## config.mk

```make
export PLATFORM = sky130hd
export DESIGN_NAME = acc_conv_ctrl
export DESIGN_NICKNAME = d
export VERILOG_FILES = /design/src/core/acc_pkg.sv /design/src/core/acc_shift_out.sv /design/src/core/acc_conv_ctrl.sv
export SDC_FILE = /design/constraint.sdc
export NUM_CORES = 1
export LEC_CHECK = 0
export BUFFER_PORTS_ARGS = -buffer_cell sky130_fd_sc_hd__buf_2
export CAP_MARGIN = 20
export CORE_MARGIN = 2
export CORE_UTILIZATION = 45
export DETAILED_ROUTE_END_ITERATION = 10
export PLACE_DENSITY = 0.69
export SETUP_SLACK_MARGIN = 0.15
export SKIP_LAST_GASP = 1
export SYNTH_ARGS = -nofsm -noshare
export SYNTH_HDL_FRONTEND = slang
export SYNTH_SLANG_ARGS = --single-unit
```

## constraint.sdc

```tcl
create_clock -name CLK_I -period 2.9 [get_ports CLK_I]
set_clock_uncertainty 0.05 [all_clocks]
set_input_delay 0 -clock CLK_I [delete_from_list [all_inputs] [get_ports CLK_I]]
set_output_delay 0 -clock CLK_I [all_outputs]
set_load 0.01 [all_outputs]
```

## src/core/acc_pkg.sv

```systemverilog
/*
 * Shared constants for the converter conversion-control block.
 * Assumes a single 40 MHz clock; the SAR bit decisions arrive as an input word.
 */
package acc_pkg;
   localparam int unsigned CLK_PERIOD_NS   = 25;
   // acquisition time in ns, least time, rounds up
   localparam int unsigned ACQ_TIME_NS     = 400;
   localparam int unsigned ACQ_CYCLES      = (ACQ_TIME_NS + CLK_PERIOD_NS - 1) / CLK_PERIOD_NS;
   // cycles spent per successive-approximation bit decision
   localparam int unsigned CYCLES_PER_BIT  = 4;
   localparam int unsigned RESULT_WIDTH    = 16;
   localparam int unsigned CNT_WIDTH       = 8;
   localparam int unsigned BIT_IDX_WIDTH   = 5;
   localparam logic [15:0] RESULT_RESET    = 16'h0000;

   typedef enum logic [1:0] {
      ACC_ACQUIRE,
      ACC_WAIT_EDGE,
      ACC_CONVERT
   } acc_state_t;
endpackage : acc_pkg

```

## src/core/acc_shift_out.sv

```systemverilog
/*
 * Result shift register for the serial port with external shift clock.
 * Assumes the shift clock arrives as a synchronous level sampled on clk_i.
 */
`timescale 1ns/100ps
`default_nettype none
module acc_shift_out #(
   parameter int unsigned WIDTH = acc_pkg::RESULT_WIDTH
) (
   input  wire logic             clk_i,
   input  wire logic             rst_i,
   input  wire logic             ce_i,
   input  wire logic             load_i,
   input  wire logic [WIDTH-1:0] data_i,
   input  wire logic             cs_n_i,
   input  wire logic             sclk_i,
   output logic                  sdo_o,
   output logic                  reading_o
);
   logic [WIDTH-1:0] sr_q;
   logic [WIDTH-1:0] sr_d;
   logic             sclk_q;
   logic             sclk_d;
   logic             rd_q;
   logic             rd_d;
   logic             rise;
   // shift count since load; a full count means the read is finished
   localparam int unsigned NW = $clog2(WIDTH + 1);
   logic [NW-1:0]    n_q;
   logic [NW-1:0]    n_d;

   ////////////////////////////////////////////////////////////////////////////
   always_comb begin
      sr_d   = sr_q;
      rd_d   = rd_q;
      n_d    = n_q;
      sclk_d = sclk_i;
      rise   = sclk_i && !sclk_q && !cs_n_i;
      if (load_i) begin
         sr_d = data_i;
         rd_d = 1'b0;
         n_d  = '0;
      end else if (rise && n_q != NW'(WIDTH)) begin
         sr_d = {sr_q[WIDTH-2:0], 1'b0};
         n_d  = n_q + 1'b1;
         // read counts as finished once every bit has gone
         rd_d = (n_q != NW'(WIDTH - 1));
      end
   end

   always_ff @(posedge clk_i) begin
      if (rst_i) begin
         sr_q   <= '0;
         sclk_q <= 1'b0;
         rd_q   <= 1'b0;
         n_q    <= '0;
      end else if (ce_i) begin
         sr_q   <= sr_d;
         sclk_q <= sclk_d;
         rd_q   <= rd_d;
         n_q    <= n_d;
      end
   end

   assign sdo_o     = sr_q[WIDTH-1];
   assign reading_o = rd_q;
endmodule : acc_shift_out
`default_nettype wire

```

## src/core/acc_conv_ctrl.sv

```systemverilog
/*
 * Conversion control: start, busy, power-down, reset abort, gated output bus.
 * Assumes synchronous pins; the SAR comparator result word arrives on
 * SAR_WORD_I and is captured at the end of conversion.
 */
//
// Contract
// - busy rises as soon as a conversion begins.
// - busy stays high until result loads the shift register, then falls.
// - output bus enabled only while select and read both low.
// - external shift clock ignored unless select is low.
// - reset high aborts conversion, no result produced.
// - power-down lets current conversion finish, blocks new ones.
// - start high at acquisition end: wait falling edge, then convert.
// - start low at acquisition end: convert immediately.
// - serial result shifts out most significant bit first.
// - unfinished external-clock read when next conversion ends: discard, pulse flag.
`timescale 1ns/100ps
`default_nettype none
module acc_conv_ctrl #(
   parameter int unsigned WIDTH      = acc_pkg::RESULT_WIDTH,
   parameter int unsigned ACQ_CYC    = acc_pkg::ACQ_CYCLES,
   parameter int unsigned BIT_CYC    = acc_pkg::CYCLES_PER_BIT
) (
   input  wire logic             CLK_I,
   input  wire logic             RST_I,
   input  wire logic             CE_I,
   input  wire logic             CONVERSION_START_N_I,
   input  wire logic             POWER_DOWN_REQUEST_I,
   input  wire logic             CS_N_I,
   input  wire logic             RD_N_I,
   input  wire logic             PORT_MODE_SELECT_I,
   input  wire logic             SHIFT_CLOCK_SOURCE_SELECT_I,
   input  wire logic             SCLK_I,
   input  wire logic [WIDTH-1:0] SAR_WORD_I,
   output logic                  BUSY_O,
   output logic                  HOLD_O,
   output logic [WIDTH-1:0]      DATA_O,
   output logic                  DATA_OE_N_O,
   output logic                  SERIAL_RESULT_OUT_O,
   output logic                  INCOMPLETE_READ_FLAG_O
);
   acc_pkg::acc_state_t                 st_q;
   acc_pkg::acc_state_t                 st_d;
   logic [acc_pkg::CNT_WIDTH-1:0]       cnt_q;
   logic [acc_pkg::CNT_WIDTH-1:0]       cnt_d;
   logic [acc_pkg::BIT_IDX_WIDTH-1:0]   bit_q;
   logic [acc_pkg::BIT_IDX_WIDTH-1:0]   bit_d;
   logic                                start_q;
   logic                                start_d;
   logic [WIDTH-1:0]                    res_q;
   logic [WIDTH-1:0]                    res_d;
   logic                                err_q;
   logic                                err_d;
   logic                                done;
   logic                                start_fall;
   logic                                sdo;
   logic                                reading;
   logic                                ext_ser;

   localparam logic [acc_pkg::CNT_WIDTH-1:0]     ACQ_LAST = acc_pkg::CNT_WIDTH'(ACQ_CYC - 1);
   localparam logic [acc_pkg::CNT_WIDTH-1:0]     BIT_LAST = acc_pkg::CNT_WIDTH'(BIT_CYC - 1);
   localparam logic [acc_pkg::BIT_IDX_WIDTH-1:0] BIT_TOP  =
      acc_pkg::BIT_IDX_WIDTH'(WIDTH - 1);

   ////////////////////////////////////////////////////////////////////////////
   // conversion sequencer
   always_comb begin
      st_d       = st_q;
      cnt_d      = cnt_q;
      bit_d      = bit_q;
      res_d      = res_q;
      done       = 1'b0;
      start_d    = CONVERSION_START_N_I;
      start_fall = start_q && !CONVERSION_START_N_I;
      unique case (st_q)
         acc_pkg::ACC_ACQUIRE: begin
            if (cnt_q != ACQ_LAST) begin
               cnt_d = cnt_q + 1'b1;
            end else if (!POWER_DOWN_REQUEST_I) begin
               cnt_d = '0;
               bit_d = BIT_TOP;
               if (!CONVERSION_START_N_I) begin
                  st_d = acc_pkg::ACC_CONVERT;
               end else begin
                  st_d = acc_pkg::ACC_WAIT_EDGE;
               end
            end
         end
         acc_pkg::ACC_WAIT_EDGE: begin
            if (start_fall && !POWER_DOWN_REQUEST_I) begin
               st_d = acc_pkg::ACC_CONVERT;
            end
         end
         acc_pkg::ACC_CONVERT: begin
            // conversion runs to its end regardless of start and power-down; only reset aborts it
            if (cnt_q != BIT_LAST) begin
               cnt_d = cnt_q + 1'b1;
            end else begin
               cnt_d = '0;
               if (bit_q != '0) begin
                  bit_d = bit_q - 1'b1;
               end else begin
                  res_d = SAR_WORD_I;
                  done  = 1'b1;
                  st_d  = acc_pkg::ACC_ACQUIRE;
               end
            end
         end
      endcase
   end

   always_ff @(posedge CLK_I) begin
      if (RST_I) begin
         st_q    <= acc_pkg::ACC_ACQUIRE;
         cnt_q   <= '0;
         bit_q   <= '0;
         start_q <= 1'b1;
         res_q   <= acc_pkg::RESULT_RESET;
      end else if (CE_I) begin
         st_q    <= st_d;
         cnt_q   <= cnt_d;
         bit_q   <= bit_d;
         start_q <= start_d;
         res_q   <= res_d;
      end
   end

   ////////////////////////////////////////////////////////////////////////////
   // serial port and read error
   assign ext_ser = PORT_MODE_SELECT_I && SHIFT_CLOCK_SOURCE_SELECT_I;

   acc_shift_out #(
      .WIDTH (WIDTH)
   ) u_shift (
      .clk_i     (CLK_I),
      .rst_i     (RST_I),
      .ce_i      (CE_I),
      .load_i    (done),
      .data_i    (SAR_WORD_I),
      .cs_n_i    (CS_N_I),
      .sclk_i    (SCLK_I),
      .sdo_o     (sdo),
      .reading_o (reading)
   );

   always_comb begin
      // one-cycle flag when a partly read result is overwritten in external-clock serial mode
      err_d = done && reading && ext_ser;
   end

   always_ff @(posedge CLK_I) begin
      if (RST_I) begin
         err_q <= 1'b0;
      end else if (CE_I) begin
         err_q <= err_d;
      end
   end

   ////////////////////////////////////////////////////////////////////////////
   // busy follows conversion state
   assign BUSY_O                 = (st_q == acc_pkg::ACC_CONVERT);
   assign HOLD_O                 = (st_q == acc_pkg::ACC_CONVERT);
   assign DATA_O                 = res_q;
   // bus enable needs select and read low
   assign DATA_OE_N_O            = CS_N_I || RD_N_I;
   assign SERIAL_RESULT_OUT_O    = sdo;
   assign INCOMPLETE_READ_FLAG_O = err_q;
endmodule : acc_conv_ctrl
`default_nettype wire

```

# After elaboration in Yosys (flattened, before gate mapping)
# Cells that the tools add are included.
# Widths: inputs -> output; s select.
classes:
  reduce_logical: 22
  mux: 25
  bitwise_logic: 2
  n_eq_ne: 13
  add_sub_neg: 3
ops:
  columns: ["cell", "n"]
  rows:
  - ["$mux 16", 2]
  - ["$mux 5", 6]
  - ["$mux 8", 3]
  - ["$pmux 8 s2", 1]
  - ["$mux 2", 6]
  - ["$reduce_and 6->1", 2]
  - ["$ne 2x2->1 const B", 5]
  - ["$pmux 5 s2", 1]
  - ["$add 8x1->8 const B", 1]
  - ["$logic_and 1x1->1", 8]
  - ["$ne 8x2->1 const B", 1]
  - ["$ne 8x4->1 const B", 1]
  - ["$pmux 2 s3", 1]
  - ["$add 5x1->5 const B", 1]
  - ["$mux 1", 5]
  - ["$ne 5x4->1 const B", 1]
  - ["$ne 5x5->1 const B", 1]
  - ["$reduce_bool 5->1", 1]
  - ["$sub 5x1->5 const B", 1]
  - ["$logic_not 1->1", 4]
  - ["$reduce_and 4->1", 1]
  - ["$reduce_bool 2->1", 2]
  - ["$ne 3x3->1 const B", 1]
  - ["$reduce_and 3->1", 1]
  - ["7 further kinds", 8]
totals:
  in_bits: 26
  word_cells: 75
  reg_bits: 56
  output_inout_bits: 21

# Longest topological paths before layout
depth:
  ltp_word: 6
  ltp_mapped: 8

# Cells and area by module
# Synthesis repeated with hierarchy kept, for this count alone.
hier_totals:
  hier_cells: 313
  hier_area_um2: 3001.6
by_module_without_submodules:
  columns: ["mod", "instances", "seq_area_each_um2", "cells_per_inst", "area_per_inst_um2"]
  rows:
  - ["acc_conv_ctrl", 1, 660.6, 193, 1730.4]
  - ["acc_shift_out", 1, 460.4, 120, 1271.2]

# Worst setup path after synthesis
# No wires, ideal clock.
synth_path:
  path_type: "reg2reg"
  from: "register bit_q[0] (netlist bit)"
  to: "register bit_q[1] (netlist bit)"
  required_ps: 2729
  t_arrival_ps: 1730
  path_buffers: 0
  setup_time_ps: 121
  stages_incl_launch_ff: 7
  path_slack_ps: 999
  path_cell_list: "dfxtp_1 > inv_1 > ha_1 > or4b_4 > and4_4 > o211ai_4 > mux2_4"
synth_between:
  elab_chain_cells: 4
synth_lines:
  columns: ["item", "line", "text"]
  rows:
  - ["start, declared", "acc_conv_ctrl.sv:47", "logic [acc_pkg::BIT_IDX_WIDTH-1:0] bit_q;"]
  - ["start signal, assigned", "acc_conv_ctrl.sv:123", "bit_q <= bit_d;"]
  - ["$sub 5x1->5", "acc_conv_ctrl.sv:102", "bit_d = bit_q - 1'b1;"]
  - ["$mux 5", "acc_conv_ctrl.sv:101", "if (bit_q != '0) begin"]
  - ["$mux 5", "acc_conv_ctrl.sv:97", "if (cnt_q != BIT_LAST) begin"]
  - ["$pmux 5 s2", "acc_conv_ctrl.sv:76", "unique case (st_q)"]
# Parallel ways exist; a longest one is shown, timed or not. The select of a mux whose other input is x is not followed.
# A chain may end at the register's enable or synchronous reset.

# Final worst setup path
layout_path:
  from: "register st_q[0]"
  to: "register err_q, in the netlist INCOMPLETE_READ_FLAG_O"
layout_between:
  elab_chain_cells: 4
layout_lines:
  columns: ["item", "line", "text"]
  rows:
  - ["start, declared", "acc_conv_ctrl.sv:43", "acc_pkg::acc_state_t st_q;"]
  - ["start signal, assigned", "acc_conv_ctrl.sv:115", "st_q <= acc_pkg::ACC_ACQUIRE;"]
  - ["start signal, assigned", "acc_conv_ctrl.sv:121", "st_q <= st_d;"]
  - ["$eq 2x2->1", "acc_conv_ctrl.sv:76", null]
  - ["$mux 1", "acc_conv_ctrl.sv:76", null]
  - ["$logic_and 1x1->1 (2 in a row)", "acc_conv_ctrl.sv:149", "err_d = done && reading && ext_ser;"]
  - ["end signal, assigned", "acc_conv_ctrl.sv:156", "err_q <= err_d;"]
  - ["end, declared", "acc_conv_ctrl.sv:53", "logic err_q;"]
# No other way between the ends.

==> summary.txt <==
Run
  • Max-Cap Viols: 0

Critical path
  • Slowest CP cell: dlygate4sd3_1
  • Worst path bufs/invs: 3
  • Worst EP arrival: 2770 ps
  • Reg2reg path depth: 8
  • Max Fanout on Critical Path: 20
  • Critical path launch point type: flop
  • Crit path cell chain: inv_1 -> ha_2 -> nor4bb_2 -> and4_1 -> buf_6 -> nand4_1 -> dlygate4sd3_1 -> a21oi_1
  • Slowest cell delay on critical path: 560 ps
  • WP depth: 8
  • Crit path kind: flop to flop
  • Critical Path RT: a little over 3000 ps
  • Largest delay share family, worst path: buffers and inverters
  • CP Capture Type: flop

Synth
  • Post-synthesis mux area share: 1.601%
  • Gate Count Post-Synth: 332
  • Average instance area after synthesis: approximately 8.5 sq um
  • Ys flop type: dfxtp_1
  • Unique masters post-synth: 54
  • Asr flop ratio synth: 0%
  • Post-synthesis xor/xnor area fraction: 0%
  • #FFs+latches synth: 56
  • Simple logic cell fraction of the synthesized area: 24.38%
  • Largest family of logic cells by synthesized area: simple AND/OR/NAND/NOR gates
  • Syn nets: 366
  • Count of warnings emitted by yosys: 0
  • Post-Synth Adder-Cell Area: under 10%
  • Mapped Area: 2813 sq um
  • Register area share after synthesis: around 40%
  • Synth Area in Compound Gates: around 22%
  • Post-synth EDFFs: 0

Clocking
  • Clk buf depth: 2
  • CTS tree: built
  • Number of post-CTS setup repair buffers: 0
  • CTS H-tree lvls: 2
  • Clock Pin Slew Worst Setup and Hold Paths: 110 ps
  • Clock root cell: clkbuf_8
  • Num CTS Buffers: 5
  • Worst-skew pair later-pin latency: between 300 and 400 ps
  • CTS Sinks: 56

Detailed routing
  • Antenna Nets Post-Route: 0
  • Total wire length: about 6500 um
  • Via-to-Cell Ratio: 5.548
  • Drt pass-1 iters: 4
  • DR WL/cell: 13.90 um
  • # DRC: 0
  • Initial DRC count: 173
  • DR vias: 2580

Power
  • Combinational power share: just over 8%
  • Leakage: 1.270 nW
  • Clock power frac: ~33%
  • Power density over the cells: 405.8 nW/um^2
  • Sw Pwr: 339.1 uW
  • Maximum vdd drop: about 230 uV
  • Switching share of power: 25.13%
  • P_int: 1.010 mW
  • Sequential share of power: 58.8%

Global routing
  • Grt ovf: 0
  • Vias in the first global route: 2290
  • Initial antenna violation count: 0
  • First-pass GRT wire length: 10820 um
  • GRT Util Overall: 18.40%
  • Largest net degree at the start of global routing: 41

Die
  • Die Y-Extent: 83.06 um
  • Top Ports: between 40 and 50
  • Die width: 83.06 um
  • FP Rows: 28
  • Initial core utilization: ~47%
  • Die area: a little under 7000 sq um
  • Core Region: between 5000 and 6000 sq um

STA
  • Slew margin rel.: 55.69%
  • # setup viols final: 0
  • Unrepaired setup endpoints after global routing: false
  • Hold Fails Final Rpt: 0
  • Hold slack: roughly 15 ps
  • Slew Limit Fails: 0
  • Min Clock Period, post-route: 2569 ps
  • Slew @ Worst Pin: 660.7 ps
  • Fmax: 0.3893 GHz
  • Fin crit share: 88.58%
  • TNS Setup: 0 ps

Cells and area
  • Layout area overhead: 18.24%
  • Share of layout cells above drive strength 1: 20.51%
  • Fin nets: 423
  • Diode count: 0

Worst hold path
  • Hold path cells: 2
  • Hold WC Path Type: input port to flop

Placed design
  • Placer Congestion: about 0.85
  • I/O Buffers: 46
  • Post-DP HPWL: 4233 um

Status
  • Status: complete, no violations
## power by group through the flow
stage / Combinational (mW) / Sequential (mW) / Clock [mW]
5_1_grt: 0.124 / 0.796 / 0.484
4_1_cts: 0.111 / 0.794 / 0.453
6_report: 0.112 / 0.794 / 0.444
3_5_place_dp: 0.0908 / 0.812 / 0
3_3_place_gp: 0.0898 / 0.811 / 0
2_1_floorplan: 0.0583 / 0.809 / 0
## layout make-up
class / instances / area [sq um]
clock buffer: 5 / 68.82
clock inverter: 3 / 21.27
fill: 564 / 2665
inverter: 17 / 63.81
multi-input combinational: 236 / 1470
sequential: 56 / 1121
tap: 75 / 93.84
timing repair buffer: 73 / 486.7
## per-stage QoR
stage	cell area (sq um)	cells	utilization, %	worst slack, ps	power [mW]
4_1_cts	3304	465	55.16	191.9	1.359
6_report	3326	465	55.51	331.3	1.349
3_5_place_dp	3014	437	50.31	690.2	0.9023
5_1_grt	3326	465	55.51	180.0	1.404
3_3_place_gp	3014	437	50.31	755.5	0.9005
2_1_floorplan	2813	332	-	999.0	0.8673
## cell usage after synthesis (2+ instances only)
cell / count / area share [%]
a211oi_1: 2 / 0.53
a21oi_1: 33 / 5.9
a31oi_1: 17 / 3.8
and3_1: 2 / 0.44
and3b_1: 2 / 0.62
and4_4: 2 / 0.80
buf_2: 3 / 0.53
buf_4: 5 / 1.3
buf_6: 2 / 0.80
clkbuf_1: 8 / 1.1
clkbuf_8: 4 / 2.0
dfxtp_1: 56 / 40
ha_1: 8 / 3.6
inv_1: 16 / 2.1
mux2i_1: 3 / 1.1
nand2_1: 75 / 10
nand3_1: 16 / 2.8
nand4_1: 5 / 1.1
nor2_1: 5 / 0.67
nor4_1: 2 / 0.44
o211ai_1: 2 / 0.53
o21ai_0: 4 / 0.71
o31ai_1: 18 / 4.8
o32ai_1: 5 / 1.6
or2_2: 3 / 0.67
or3_1: 5 / 1.1
or4_1: 2 / 0.53
## cells by family after synthesis
| logic type | after synthesis |
|---|---|
| simple gates | 133 |
| compound gates | 91 |
| flops | 56 |
| buf+inv | 40 |
| fa+ha+maj | 8 |
| mux | 4 |
## worst register-to-register path, stage by stage, from the launching register on
cell,delay (ps)
dfxtp_1,340
inv_1,90
ha_2,300
nor4bb_2,370
and4_1,320
buf_6,220
nand4_1,110
dlygate4sd3_1,560
a21oi_1,130
## per-layer routing
metal	up-vias	global-route usage [%]	routed length [um]
met5	-	0	0
met1	1195	26.08	3294
met2	69	28.81	2814
met3	5	3.479	295
met4	0	4.769	61
li1	1311	-	-
## layout by cell type, fill, tap and decap left out, types with 2 or more instances in the layout
master          n
inv_1          16
mux2i_1         3
and3b_1         2
dlygate4sd3_1  20
a31oi_1        17
and3_1          2
nor2_1          5
nor4_1          2
nand2_1        75
o21ai_0         4
a21oi_1        33
ha_1            7
a211oi_1        2
and4_4          2
o32ai_1         5
clkbuf_8        5
or2_2           3
nand4_1         5
nand3_1        16
o211ai_1        2
or4_1           2
dfxtp_1        56
buf_2          46
or3_1           5
buf_4           6
o31ai_1        18
## state kept, by name, summed over array words and instances, names as in the netlist
| register | cells |
|---|---|
| u_shift.sclk_q | 1 |
| u_shift.reading_o | 1 |
| u_shift.sr_q | 16 |
| st_q | 2 |
| bit_q | 5 |
| cnt_q | 8 |
| DATA_O | 16 |
| start_q | 1 |
| u_shift.n_q | 5 |
| INCOMPLETE_READ_FLAG_O | 1 |
## path summary, 6_finish.rpt
| path | startpoint | to | slack [ps] |
|---|---|---|---|
| max | st_q[0]$_SDFFE_PP0P_ | INCOMPLETE_READ_FLAG_O$_SDFFE_PP0P_ | 330 |
| min | CE_I | start_q$_SDFFE_PP1P_ | 10 |
| max reg2reg | st_q[0]$_SDFFE_PP0P_ | INCOMPLETE_READ_FLAG_O$_SDFFE_PP0P_ | 330 |
| min reg2reg | DATA_O[4]$_SDFFE_PP0P_ | DATA_O[4]$_SDFFE_PP0P_ | 410 |
## repair_timing
item / CTS / global route
hold buffers: 20 / 0
endpoints found under the setup margin: 0 / 1
hold endpoints to repair: 37 / 0
resized for setup: 0 / 4
Note: power is estimated with default switching activity, not from simulation.
